### src/rtc_pkg.sv
// Shared constants for the locked indirect access port of the real-time clock
package rtc_pkg;
	// ****************************************
	// Port register addresses on the byte bus
	// ****************************************
	localparam logic [7:0] ADR_KEY = 8'hAE;
	localparam logic [7:0] ADR_ADDR = 8'hAC;
	localparam logic [7:0] ADR_DATA = 8'hAD;

	// ****************************************
	// Key values and status codes
	// ****************************************
	localparam logic [7:0] KEY_FIRST = 8'hA5;
	localparam logic [7:0] KEY_SECOND = 8'hF1;
	localparam logic [7:0] CODE_LOCKED = 8'h00;
	localparam logic [7:0] CODE_FIRST = 8'h01;
	localparam logic [7:0] CODE_OPEN = 8'h02;
	localparam logic [7:0] CODE_DISABLED = 8'h03;

	// ****************************************
	// Address register fields and reset values
	// ****************************************
	localparam int BUSY_BIT = 7;
	localparam int AUTO_READ_ENABLE_BIT = 6;
	localparam int SHORT_BIT = 4;
	localparam int SEL_MSB = 3;
	localparam logic SHORT_RST = 1'b1;
	localparam logic AUTO_READ_ENABLE_RST = 1'b0;

	// ****************************************
	// Internal register map
	// ****************************************
	localparam logic [3:0] CTRL_SEL = 4'h5;
	localparam logic [3:0] CAPT_LO = 4'h0;
	localparam logic [3:0] CAPT_HI = 4'h3;
	localparam logic [3:0] ALARM_LO = 4'h8;
	localparam logic [3:0] ALARM_HI = 4'hB;

	// ****************************************
	// Transfer timing in system clock cycles
	// ****************************************
	localparam int ACC_LONG_CYC = 7;
	localparam int ACC_SHORT_CYC = 6;

	// ****************************************
	// Controller software registers and orders
	// ****************************************
	localparam logic [2:0] HREG_CMD = 3'h0;
	localparam logic [2:0] HREG_SEL = 3'h1;
	localparam logic [2:0] HREG_WDATA = 3'h2;
	localparam logic [2:0] HREG_STATUS = 3'h3;
	localparam logic [2:0] HREG_RDATA = 3'h4;
	localparam logic [1:0] OP_UNLOCK = 2'h0;
	localparam logic [1:0] OP_WRITE = 2'h1;
	localparam logic [1:0] OP_READ = 2'h2;
	localparam logic [1:0] OP_RELOCK = 2'h3;
endpackage

### src/rtc_if.sv
// Byte-wide special function register bus between core and clock port
`timescale 1ns/10ps
interface rtc_if;
	logic [7:0] sfr_addr;
	logic [7:0] sfr_wdata;
	logic       sfr_wr;
	logic       sfr_rd;
	logic [7:0] sfr_rdata;

	modport dev (
		input  sfr_addr,
		input  sfr_wdata,
		input  sfr_wr,
		input  sfr_rd,
		output sfr_rdata
	);
	modport host (
		output sfr_addr,
		output sfr_wdata,
		output sfr_wr,
		output sfr_rd,
		input  sfr_rdata
	);
endinterface

### src/rtc_dev_end.sv
// Clock-side access port: lock and key, indirect address and data registers
`timescale 1ns/10ps

// Operation
// - Unlock only after first then second key
// - No timing limit between the two keys
// - Bad key, or address write or data access while locked, disables until reset
// - Unlocked port allows unlimited indirect accesses
// - Any key write while unlocked relocks
// - Key register read returns status, disturbs nothing
// - Address register selects the internal target
// - Data register write starts indirect write
// - Busy bit write starts indirect read
// - Host polls busy unless spacing is kept
// - Transfer takes seven cycles, six when short
// - Short strobe on at reset, bit four
// - Autoread: data read starts next read
// - Host sets busy once per autoread series
// - Capture and alarm bytes autoincrement address
// - Reset keeps select and data contents; address flags reset
// - Control register sits at address five
// - Host waits three slots before reading data
// - Status codes locked, first, open, disabled
// - Key writes ignored while disabled
// - Four-bit select in low address bits
// - Internal registers sit in another timebase
module rtc_dev_end #(
	parameter int unsigned LONG_CYC  = rtc_pkg::ACC_LONG_CYC,
	parameter int unsigned SHORT_CYC = rtc_pkg::ACC_SHORT_CYC
) (
	// Clock and reset
	input  wire logic       sys_clk,
	input  wire logic       resetn,
	// Core side
	rtc_if.dev              bus,
	// Internal register side
	output logic [3:0]      int_addr,
	output logic [7:0]      int_wdata,
	output logic            int_wr,
	output logic            int_rd,
	input  wire logic [7:0] int_rdata,
	output logic            int_ctrl_sel
);
	// ****************************************
	// Lock state
	// ****************************************
	typedef enum logic [1:0] {
		LK_LOCKED   = 2'b00,
		LK_FIRST    = 2'b01,
		LK_OPEN     = 2'b11,
		LK_DISABLED = 2'b10
	} lock_t;

	function automatic logic [7:0] lock_code(input lock_t s);
		unique case (s)
			LK_LOCKED:   lock_code = rtc_pkg::CODE_LOCKED;
			LK_FIRST:    lock_code = rtc_pkg::CODE_FIRST;
			LK_OPEN:     lock_code = rtc_pkg::CODE_OPEN;
			LK_DISABLED: lock_code = rtc_pkg::CODE_DISABLED;
		endcase
	endfunction

	function automatic logic is_multi(input logic [3:0] a);
		is_multi = (a >= rtc_pkg::CAPT_LO && a <= rtc_pkg::CAPT_HI) ||
			(a >= rtc_pkg::ALARM_LO && a <= rtc_pkg::ALARM_HI);
	endfunction

	lock_t      lock_q;
	lock_t      lock_d;
	logic       busy_q;
	logic       write_q;
	logic [2:0] cnt_q;
	logic       auto_read_enable_q;
	logic       short_q;
	logic [3:0] sel_q;
	logic [7:0] data_q;
	logic [7:0] rdata_q;

	logic wr_key;
	logic wr_adr;
	logic wr_dat;
	logic rd_dat;
	logic rd_any;
	logic open;
	logic violation;
	logic start_rd;
	logic start_wr;
	logic done;
	logic adr_take;

	// ****************************************
	// Decode
	// ****************************************
	assign wr_key = bus.sfr_wr && bus.sfr_addr == rtc_pkg::ADR_KEY;
	assign wr_adr = bus.sfr_wr && bus.sfr_addr == rtc_pkg::ADR_ADDR;
	assign wr_dat = bus.sfr_wr && bus.sfr_addr == rtc_pkg::ADR_DATA;
	assign rd_dat = bus.sfr_rd && bus.sfr_addr == rtc_pkg::ADR_DATA;
	assign rd_any = bus.sfr_rd;
	assign open   = lock_q == LK_OPEN;
	// Only indirect traffic counts; reading the key register is always harmless
	assign violation = !open && (wr_adr || wr_dat || rd_dat);

	// Writes arriving mid-transfer are dropped so the pending byte is not torn
	assign adr_take = open && wr_adr && !busy_q;
	assign start_rd = open && !busy_q &&
		((wr_adr && bus.sfr_wdata[rtc_pkg::BUSY_BIT]) || (rd_dat && auto_read_enable_q));
	assign start_wr = open && !busy_q && wr_dat;
	assign done     = busy_q && cnt_q == 3'd0;

	// ****************************************
	// Lock and key
	// ****************************************
	always_comb begin
		lock_d = lock_q;
		if (violation && lock_q != LK_DISABLED) begin
			lock_d = LK_DISABLED;
		end else if (wr_key) begin
			unique case (lock_q)
				LK_LOCKED: begin
					lock_d = bus.sfr_wdata == rtc_pkg::KEY_FIRST ? LK_FIRST : LK_DISABLED;
				end
				LK_FIRST: begin
					// No timeout while waiting here
					lock_d = bus.sfr_wdata == rtc_pkg::KEY_SECOND ? LK_OPEN : LK_DISABLED;
				end
				LK_OPEN:     lock_d = LK_LOCKED;
				LK_DISABLED: lock_d = LK_DISABLED;
			endcase
		end
	end

	always_ff @(posedge sys_clk or negedge resetn) begin
		if (!resetn) begin
			lock_q <= LK_LOCKED;
		end else begin
			lock_q <= lock_d;
		end
	end

	// ****************************************
	// Transfer sequencer
	// ****************************************
	// The internal registers live on the slow timebase; the fixed strobe
	// length stands in for the crossing so the core sees a fixed latency.
	always_ff @(posedge sys_clk or negedge resetn) begin
		if (!resetn) begin
			busy_q  <= 1'b0;
			write_q <= 1'b0;
			cnt_q   <= 3'd0;
		end else if (start_rd || start_wr) begin
			busy_q  <= 1'b1;
			write_q <= start_wr;
			cnt_q   <= short_q ? 3'(SHORT_CYC - 1) : 3'(LONG_CYC - 1);
		end else if (done) begin
			busy_q <= 1'b0;
		end else if (busy_q) begin
			cnt_q <= cnt_q - 3'd1;
		end
	end

	assign int_wr = done && write_q;
	assign int_rd = done && !write_q;

	// ****************************************
	// Address register
	// ****************************************
	always_ff @(posedge sys_clk or negedge resetn) begin
		if (!resetn) begin
			short_q  <= rtc_pkg::SHORT_RST;
			auto_read_enable_q <= rtc_pkg::AUTO_READ_ENABLE_RST;
		end else if (adr_take) begin
			short_q  <= bus.sfr_wdata[rtc_pkg::SHORT_BIT];
			auto_read_enable_q <= bus.sfr_wdata[rtc_pkg::AUTO_READ_ENABLE_BIT];
		end
	end

	// Select and data survive reset on purpose; contents are unknown at power-up
	always_ff @(posedge sys_clk) begin
		if (adr_take) begin
			sel_q <= bus.sfr_wdata[rtc_pkg::SEL_MSB:0];
		end else if (done && is_multi(sel_q)) begin
			sel_q <= sel_q + 4'd1;
		end
	end

	// ****************************************
	// Data register
	// ****************************************
	always_ff @(posedge sys_clk) begin
		if (start_wr) begin
			data_q <= bus.sfr_wdata;
		end else if (int_rd) begin
			data_q <= int_rdata;
		end
	end

	assign int_addr     = sel_q;
	assign int_wdata    = data_q;
	assign int_ctrl_sel = sel_q == rtc_pkg::CTRL_SEL;

	// ****************************************
	// Read-back
	// ****************************************
	always_ff @(posedge sys_clk or negedge resetn) begin
		if (!resetn) begin
			rdata_q <= 8'h00;
		end else if (!rd_any) begin
			rdata_q <= 8'h00;
		end else begin
			unique case (bus.sfr_addr)
				rtc_pkg::ADR_KEY: begin
					rdata_q <= lock_code(lock_q);
				end
				rtc_pkg::ADR_ADDR: begin
					rdata_q <= open ? {busy_q, auto_read_enable_q, 1'b0, short_q, sel_q} : 8'h00;
				end
				rtc_pkg::ADR_DATA: begin
					rdata_q <= open ? data_q : 8'h00;
				end
				default: begin
					rdata_q <= 8'h00;
				end
			endcase
		end
	end

	assign bus.sfr_rdata = rdata_q;
endmodule

### src/flat_wrapper.sv
// flat-port wrapper written by rule: the top's interface ports become plain ports
module rtc_dev_end_flat 
#(
	parameter int unsigned LONG_CYC  = rtc_pkg::ACC_LONG_CYC,
	parameter int unsigned SHORT_CYC = rtc_pkg::ACC_SHORT_CYC
)
  (sys_clk, resetn, int_addr, int_wdata, int_wr, int_rd, int_rdata, int_ctrl_sel, bus_sfr_addr, bus_sfr_wdata, bus_sfr_wr, bus_sfr_rd, bus_sfr_rdata);
  rtc_if bus_i ();
  input  wire logic sys_clk;
  input  wire logic resetn;
  output logic [3:0] int_addr;
  output logic [7:0] int_wdata;
  output logic int_wr;
  output logic int_rd;
  input  wire logic [7:0] int_rdata;
  output logic int_ctrl_sel;
  input wire logic [$bits(bus_i.sfr_addr)-1:0] bus_sfr_addr;
  input wire logic [$bits(bus_i.sfr_wdata)-1:0] bus_sfr_wdata;
  input wire logic [$bits(bus_i.sfr_wr)-1:0] bus_sfr_wr;
  input wire logic [$bits(bus_i.sfr_rd)-1:0] bus_sfr_rd;
  output wire logic [$bits(bus_i.sfr_rdata)-1:0] bus_sfr_rdata;
  assign bus_i.sfr_addr = bus_sfr_addr;
  assign bus_i.sfr_wdata = bus_sfr_wdata;
  assign bus_i.sfr_wr = bus_sfr_wr;
  assign bus_i.sfr_rd = bus_sfr_rd;
  assign bus_sfr_rdata = bus_i.sfr_rdata;
  rtc_dev_end #(.LONG_CYC(LONG_CYC), .SHORT_CYC(SHORT_CYC)) u_core (.sys_clk(sys_clk), .resetn(resetn), .bus(bus_i), .int_addr(int_addr), .int_wdata(int_wdata), .int_wr(int_wr), .int_rd(int_rd), .int_rdata(int_rdata), .int_ctrl_sel(int_ctrl_sel));
endmodule
### config.mk
export PLATFORM = sky130hd
export DESIGN_NAME = rtc_dev_end_flat
export DESIGN_NICKNAME = d
export VERILOG_FILES = /design/src/rtc_pkg.sv /design/src/rtc_if.sv /design/src/rtc_dev_end.sv /design/src/flat_wrapper.sv
export SDC_FILE = /design/constraint.sdc
export NUM_CORES = 1
export LEC_CHECK = 0
export BUFFER_PORTS_ARGS = -buffer_cell sky130_fd_sc_hd__buf_2
export CORE_AREA = 3 3 72 74
export DETAILED_ROUTE_END_ITERATION = 16
export DIE_AREA = 0 0 75 77
export GPL_ROUTABILITY_DRIVEN = 0
export SYNTH_ARGS = -nofsm -noshare
export SYNTH_HDL_FRONTEND = slang
export SYNTH_SLANG_ARGS = --single-unit
### constraint.sdc
create_clock -name sys_clk -period 2.4 [get_ports sys_clk]
set_input_delay 0.24 -clock sys_clk [delete_from_list [all_inputs] [get_ports sys_clk]]
set_output_delay 0.24 -clock sys_clk [all_outputs]
set_load 0.01 [all_outputs]
==> metrics.md, run 1 <==
| Metric | Value |
|---|---|
| Synth cell types | `38` |
| Worst-Margin Slew | `398.0 ps` |
| Post-Place Cells | `234` |
| Yosys top cell by area | `dfrtp_1` |
| Reg2reg path depth | `5` |
| WL per Instance | `15.19 um` |
| Die height | `77 um` |
| Initial Utilization | `0.3428` |
| Gate Count Post-Synth | `131` |
| Total grt overflow | `0` |
| Final TNS setup | `0 ps` |
| Final WL | `3.690 mm` |
| Final Hold Fails | `0` |
| Yosys warns | `0` |
| Crit-path max FO | `7` |
| Synthesized net count | `167` |
| Sink Count | `29` |
| Total power | `1.066 mW` |
| Worst-path clk slew | `60 ps` |
| Post-cts sizing count | `0` |
| Root Buffer | `clkbuf_8` |
| RR Startpoint | `u_core.lock_q[0]$_DFFE_PN0P_` |
| CP Data Arrival Time | `1930 ps` |
| Post-Synthesis Cell Area | `0.001598 mm2` |
| Slowest CP cell | `dfrtp_1` |
| Worst R2R Setup Slack | `500 ps` |
| DRT antenna net count | `0` |
| Worst path cell trace | `ha_1 -> and3b_1 -> nor4b_4 -> buf_4 -> mux2_2` |
| Area contributors post-synth | `dfrtp_1 (25%), edfxtp_1 (23%), mux2_2 (9.9%)` |
| Worst VDD drop | `0.2146 mV` |
| Max Clock Skew | `4.037 ps` |
| CTS tree | `built` |
| Hold Slack | `263.8 ps` |
| Reg-to-Reg End | `u_core.int_addr[3]$_DFFE_PP_` |
| Vias in the first global route | `1237` |
| 1st-iter DRT viols | `55` |
| 1st-pass router iterations | `4` |
| First-pass GRT wire length | `6.009 mm` |
| M1 GR Usage | `0.1829` |
| DR vias/cell | `5.029` |
| Ys flop type | `dfrtp_1` |
| Asr flop ratio synth | `0.5862` |
| Core box area | `0.004661 mm2` |
| # diodes | `0` |
| GR Util met3 | `0.02752` |
| Initial antenna violation count | `0` |
| Yosys top cell area share | `0.2506` |
| Crit path time final | `1895 ps` |
| Setup violators final | `0` |
| Critical path's largest stage delay | `380 ps` |
| Final-report max-slew violation count | `0` |
| Total CTS buffers | `5` |
| Later-pin clock latency in the skew report | `280 ps` |
| Crit path required time | `2430 ps` |
| Max clock buf depth | `2` |
| Share of cells above drive strength 1 | `0.4180` |
| Max-Slew Margin vs Limit | `0.7346` |
| Max_cap viols | `0` |
| Status | `complete, no violations` |
| EDFF count, synth | `12` |
| Hpwl dp | `2.879 mm` |
| GRT busiest layer | `met2` |
| Final non-filler cell total | `243` |
| RSZ-0062 raised after global routing | `no` |
| Synth Register Bits | `29` |
| Final period utilization | `0.7897` |
| Die width | `75 um` |
| H-tree depth | `2` |
| Met2 Usage GRT | `0.2265` |
| Largest net degree at the start of global routing | `18` |
| IO Pins | `51` |
| Mean Syn Cell Area | `12.20 um2` |
| IO Port Bufs | `50` |
| Highest clock rate | `527.6 MHz` |
| Die area | `0.005775 mm2` |
| Vias | `1222` |
| Worst hold path class | `input pin to register` |
| Rows | `25` |
| Critical path startpoint category | `register` |
| Overall routing resource usage | `0.1417` |
| Area grow syn2layout | `27.17%` |
| DRC | `0` |
| Sequential element share of the synthesized area | `0.4926` |
| Hold path depth | `2` |
| Hold_sp | `int_rdata[3]` |
| Critical path type | `register to register` |
| Leak Pwr | `0.9975 nW` |
| Setup crit end kind | `register` |
| PwrDens | `524.8 mW/mm2` |
| Hold path endpoint | `u_core.int_wdata[3]$_DFFE_PP_` |
| Nets | `224` |
==> metal layers <==
metal  wire length (um)  vias up
met5                  0        -
met4                 61        0
met3                205        5
met2               1879       37
met1               1544      587
li1                   -      593
==> area by class of cell <==
| type | count | area, um2 |
|---|---|---|
| sequential | 29 | 787.0 |
| inverter | 9 | 33.78 |
| clock inverter | 2 | 33.78 |
| tap | 54 | 67.56 |
| timing repair buffer | 53 | 275.3 |
| multi-input combinational | 90 | 762.0 |
| clock buffer | 6 | 72.57 |
| fill | 440 | 2629 |
==> cell usage in the layout, fill, tap and decap left out, types with 3 or more instances in the layout <==
master,instances
nand2_1,5
edfxtp_1,12
clkbuf_8,5
mux2i_1,10
mux2_2,14
o21ai_0,6
nor2_1,11
dfrtp_1,16
inv_1,9
nand3_1,3
buf_2,50
ha_1,8
==> sequential cells by signal, indices dropped and copies added (netlist names) <==
register	count
u_core.int_addr	4
u_core.lock_q	2
u_core.int_wdata	8
u_core.cnt_q	3
u_core.bus.sfr_rdata	8
u_core.busy_q	1
u_core.short_q	1
u_core.auto_read_enable_q	1
u_core.write_q	1
==> metrics by stage <==
step                      utilization  setup WS, ps  instance area, um2
after floorplan                     -         545.2                1598
after global placement         0.4110         546.5                1916
after detailed placement       0.4110         517.7                1916
after CTS                      0.4360         516.3                2032
after global routing           0.4360         367.3                2032
final                          0.4360         504.7                2032
==> what timing repair did <==
item                                   CTS  global route
endpoints found under the hold margin   16             0
hold buffers                             1             0
buffers inserted                         0             0
==> cells by family (layout without fill, tap and decap cells) <==
family / count (synthesis) / in the layout / synth area share
buf+inv: 12 / 70 / 0.03054
fa+ha+maj: 8 / 8 / 0.06265
xor+xnor: 4 / 4 / 0.02193
simple gates: 38 / 38 / 0.1637
flops: 29 / 29 / 0.4926
mux: 24 / 24 / 0.1613
compound gates: 16 / 16 / 0.06736
==> synth_stat cells, drive strengths merged, types with 3 or more instances <==
master	instances
dfrtp	16
nand3	4
mux2	14
nor2	11
o21ai	6
mux2i	10
ha	8
inv	9
nand2	5
edfxtp	12
nand4b	3
==> how the worst max path moves through the flow <==
stage               slack, ps                    startpoint                            to  depth (start not counted)
finish                    500  u_core.lock_q[0]$_DFFE_PN0P_  u_core.int_addr[3]$_DFFE_PP_                          5
global route              370  u_core.lock_q[0]$_DFFE_PN0P_  u_core.int_addr[2]$_DFFE_PP_                          5
CTS                       520  u_core.lock_q[0]$_DFFE_PN0P_  u_core.int_addr[3]$_DFFE_PP_                          5
detailed placement        520  u_core.lock_q[0]$_DFFE_PN0P_  u_core.int_addr[3]$_DFFE_PP_                          5
global placement          550  u_core.lock_q[0]$_DFFE_PN0P_  u_core.int_addr[2]$_DFFE_PP_                          5
floorplan                 550  u_core.lock_q[0]$_DFFE_PN0P_  u_core.int_addr[2]$_DFFE_PP_                          4
==> where the power goes <==
part / internal (mW) / switching, mW / total, mW
sequential: 0.516 / 0.0000375 / 0.516
combinational: 0.0311 / 0.0351 / 0.0662
clock: 0.306 / 0.178 / 0.484
==> critical path: cells and delay by family (launching register included) <==
family,cells,cell delay (ps)
multiplexers,1,340
buffers and inverters,1,200
flip-flops,1,380
adder cells (fa/ha/maj),1,250
AND/OR/NAND/NOR,2,480
(Power assumes the default switching activity.)
==> run 2: changes to the inputs <==
==> constraint.sdc (replaced) <==
create_clock -name sys_clk -period 1.97 [get_ports sys_clk]
set_input_delay 0.197 -clock sys_clk [delete_from_list [all_inputs] [get_ports sys_clk]]
set_output_delay 0.197 -clock sys_clk [all_outputs]
set_load 0.01 [all_outputs]
==> run 2 against run 1 <==
- clock-buffer cell count stayed put
- clock power is 4.5% lower
- critical endpoint unchanged
- critical path depth is 1 lower
- largest cell class unchanged
- via count down 0.65%
- fmax up 6.9%
- sequential share of layout area about the same
==> metrics.md, run 2 (synthesis gave the netlist of run 1 again) <==
| Metric | Value |
|---|---|
| CP startpoint | `u_core.lock_q[0]$_DFFE_PN0P_` |
| Final Hold Fails | `0 (unchanged)` |
| Worst-path clk slew | `60 ps (about the same)` |
| DRC | `0 (unchanged)` |
| Largest net degree at the start of global routing | `18 (unchanged)` |
| Worst hold path class | `input pin to register` |
| IO Pins | `51 (unchanged)` |
| CP Data Arrival Time | `1800 ps (-130 ps)` |
| Initial antenna violation count | `0 (unchanged)` |
| Setup violators final | `0 (unchanged)` |
| Crit path time final | `1773 ps (-122.5 ps)` |
| Max Clock Skew | `3.644 ps (-0.3924 ps)` |
| H-tree depth | `2 (unchanged)` |
| First-pass GRT wire length | `5.865 mm (-2.4%)` |
| Nets | `227 (+1.3%)` |
| Root Buffer | `clkbuf_8` |
| Crit-path max FO | `5 (-2)` |
| Area grow syn2layout | `27.09% (about the same)` |
| Die height | `77 um (unchanged)` |
| Sink Count | `29 (unchanged)` |
| Vias in the first global route | `1200 (-3.0%)` |
| Crit path required time | `2000 ps (-430 ps)` |
| 1st-pass router iterations | `4 (unchanged)` |
| IO Port Bufs | `50 (unchanged)` |
| DRT antenna net count | `0 (unchanged)` |
| Final-report max-slew violation count | `0 (unchanged)` |
| Final WL | `3.754 mm (+1.7%)` |
| Setup crit end kind | `register` |
| Final period utilization | `0.8999 (+0.1102)` |
| Critical path type | `register to register` |
| # diodes | `0 (unchanged)` |
| Rows | `25 (unchanged)` |
| Max-Slew Margin vs Limit | `0.7331 (-0.001581)` |
| Overall routing resource usage | `0.1390 (-0.002645)` |
| Commonest cells after routing, fill and taps aside | `buf_2 (50), dfrtp_1 (16), mux2_2 (14), edfxtp_1 (12), nor2_1 (11)` |
| RR Startpoint | `u_core.lock_q[0]$_DFFE_PN0P_` |
| Later-pin clock latency in the skew report | `280 ps (about the same)` |
| Worst path cell trace | `ha_1 -> and3b_1 -> nor4b_4 -> mux2_2` |
| Die width | `75 um (unchanged)` |
| Initial Utilization | `0.3428 (unchanged)` |
| Die area | `0.005775 mm2 (unchanged)` |
| Share of cells above drive strength 1 | `0.4323 (+0.01430)` |
| Highest clock rate | `564.1 MHz (+6.9%)` |
| Max_cap viols | `0 (unchanged)` |
| CTS tree | `built` |
| Slowest CP cell | `dfrtp_1` |
| Commonest non-fill, non-tap cell in the layout | `buf_2` |
| PwrDens | `576.9 mW/mm2 (+9.9%)` |
| Worst VDD drop | `0.2228 mV (+3.8%)` |
| RSZ-0062 raised after global routing | `no` |
| Status | `complete, no violations` |
| Total grt overflow | `0 (unchanged)` |
| Critical path's largest stage delay | `390 ps (about the same)` |
| Vias | `1214 (-0.65%)` |
| 1st-iter DRT viols | `55 (unchanged)` |
| DR vias/cell | `4.935 (-1.9%)` |
| Hold_sp | `bus_sfr_wdata[6]` |
| Total CTS buffers | `5 (unchanged)` |
| Max clock buf depth | `2 (unchanged)` |
| Core box area | `0.004661 mm2 (unchanged)` |
| Hpwl dp | `2.963 mm (+2.9%)` |
| Min setup slack post-route | `197.2 ps (-307.5 ps)` |
| Critical path startpoint category | `register` |
| Setup Slack @ Placement | `188.4 ps (-329.3 ps)` |
| Leak Pwr | `1.006 nW (+0.85%)` |
| Worst-Margin Slew | `400.4 ps (+2.371 ps)` |
| Final TNS setup | `0 ps (unchanged)` |
| WL per Instance | `15.26 um (+0.49%)` |
run 2: cell type report:
cell class | instances | area, um2
Inverter | 9 | 33.78
Clock inverter | 2 | 10.01
Tap cell | 54 | 67.56
Multi-Input combinational cell | 90 | 762.0
Fill cell | 436 | 2630
Timing Repair Buffer | 56 | 297.8
Clock buffer | 6 | 72.57
Sequential cell | 29 | 787.0
run 2: worst paths after layout:
| check | slack [ps] | to | cells after the start |
|---|---|---|---|
| max in group asynchronous | 1270 | u_core.short_q$_DFFE_PN1P_ | 2 |
| worst max register to register | 200 | u_core.int_addr[3]$_DFFE_PP_ | 4 |
| worst min-delay path | 210 | u_core.auto_read_enable_q$_DFFE_PN0P_ | 2 |
| min in group asynchronous | 380 | u_core.bus.sfr_rdata[3]$_DFF_PN0_ | 2 |
| worst min register to register | 520 | u_core.bus.sfr_rdata[4]$_DFF_PN0_ | 2 |
| worst max-delay path | 200 | u_core.int_addr[3]$_DFFE_PP_ | 4 |
run 2: critical path: cells and delay by family, from the launching register on:
kind          cells  cell delay [ps]
mux               1              370
fa+ha+maj         1              180
flops             1              390
simple gates      2              580
run 2: report_power, final:
group,switching [mW],total [mW],internal [mW]
clock,0.218,0.462,0.244
sequential,0.0000483,0.629,0.629
combinational,0.0425,0.0804,0.0379
run 2: what timing repair did:
item	4_1_cts	5_1_grt
setup buffers	0	0
endpoints found under the setup margin	0	0
resized for setup	0	0
endpoints found under the hold margin	16	0
hold buffers	1	0
run 2: per-stage QoR:
step | utilization | power [mW] | instance area (um2) | hold slack (ps) | instances
floorplan | - | 0.6721 | 1598 | -98.59 | 131
global placement | 0.4158 | 0.7204 | 1938 | 150.7 | 237
detailed placement | 0.4158 | 0.7202 | 1938 | 149.5 | 237
CTS | 0.4357 | 1.185 | 2031 | 202.8 | 246
global route | 0.4357 | 1.220 | 2031 | 210.7 | 246
finish | 0.4357 | 1.172 | 2031 | 208.3 | 246
run 2: metal layers:
metal / up-vias / global-route usage / share of wire
li1: 599 / - / -
met1: 579 / 0.1700 / 0.41
met2: 32 / 0.2195 / 0.52
met3: 4 / 0.05111 / 0.058
met4: 0 / 0.05160 / 0.010
met5: - / 0 / 0
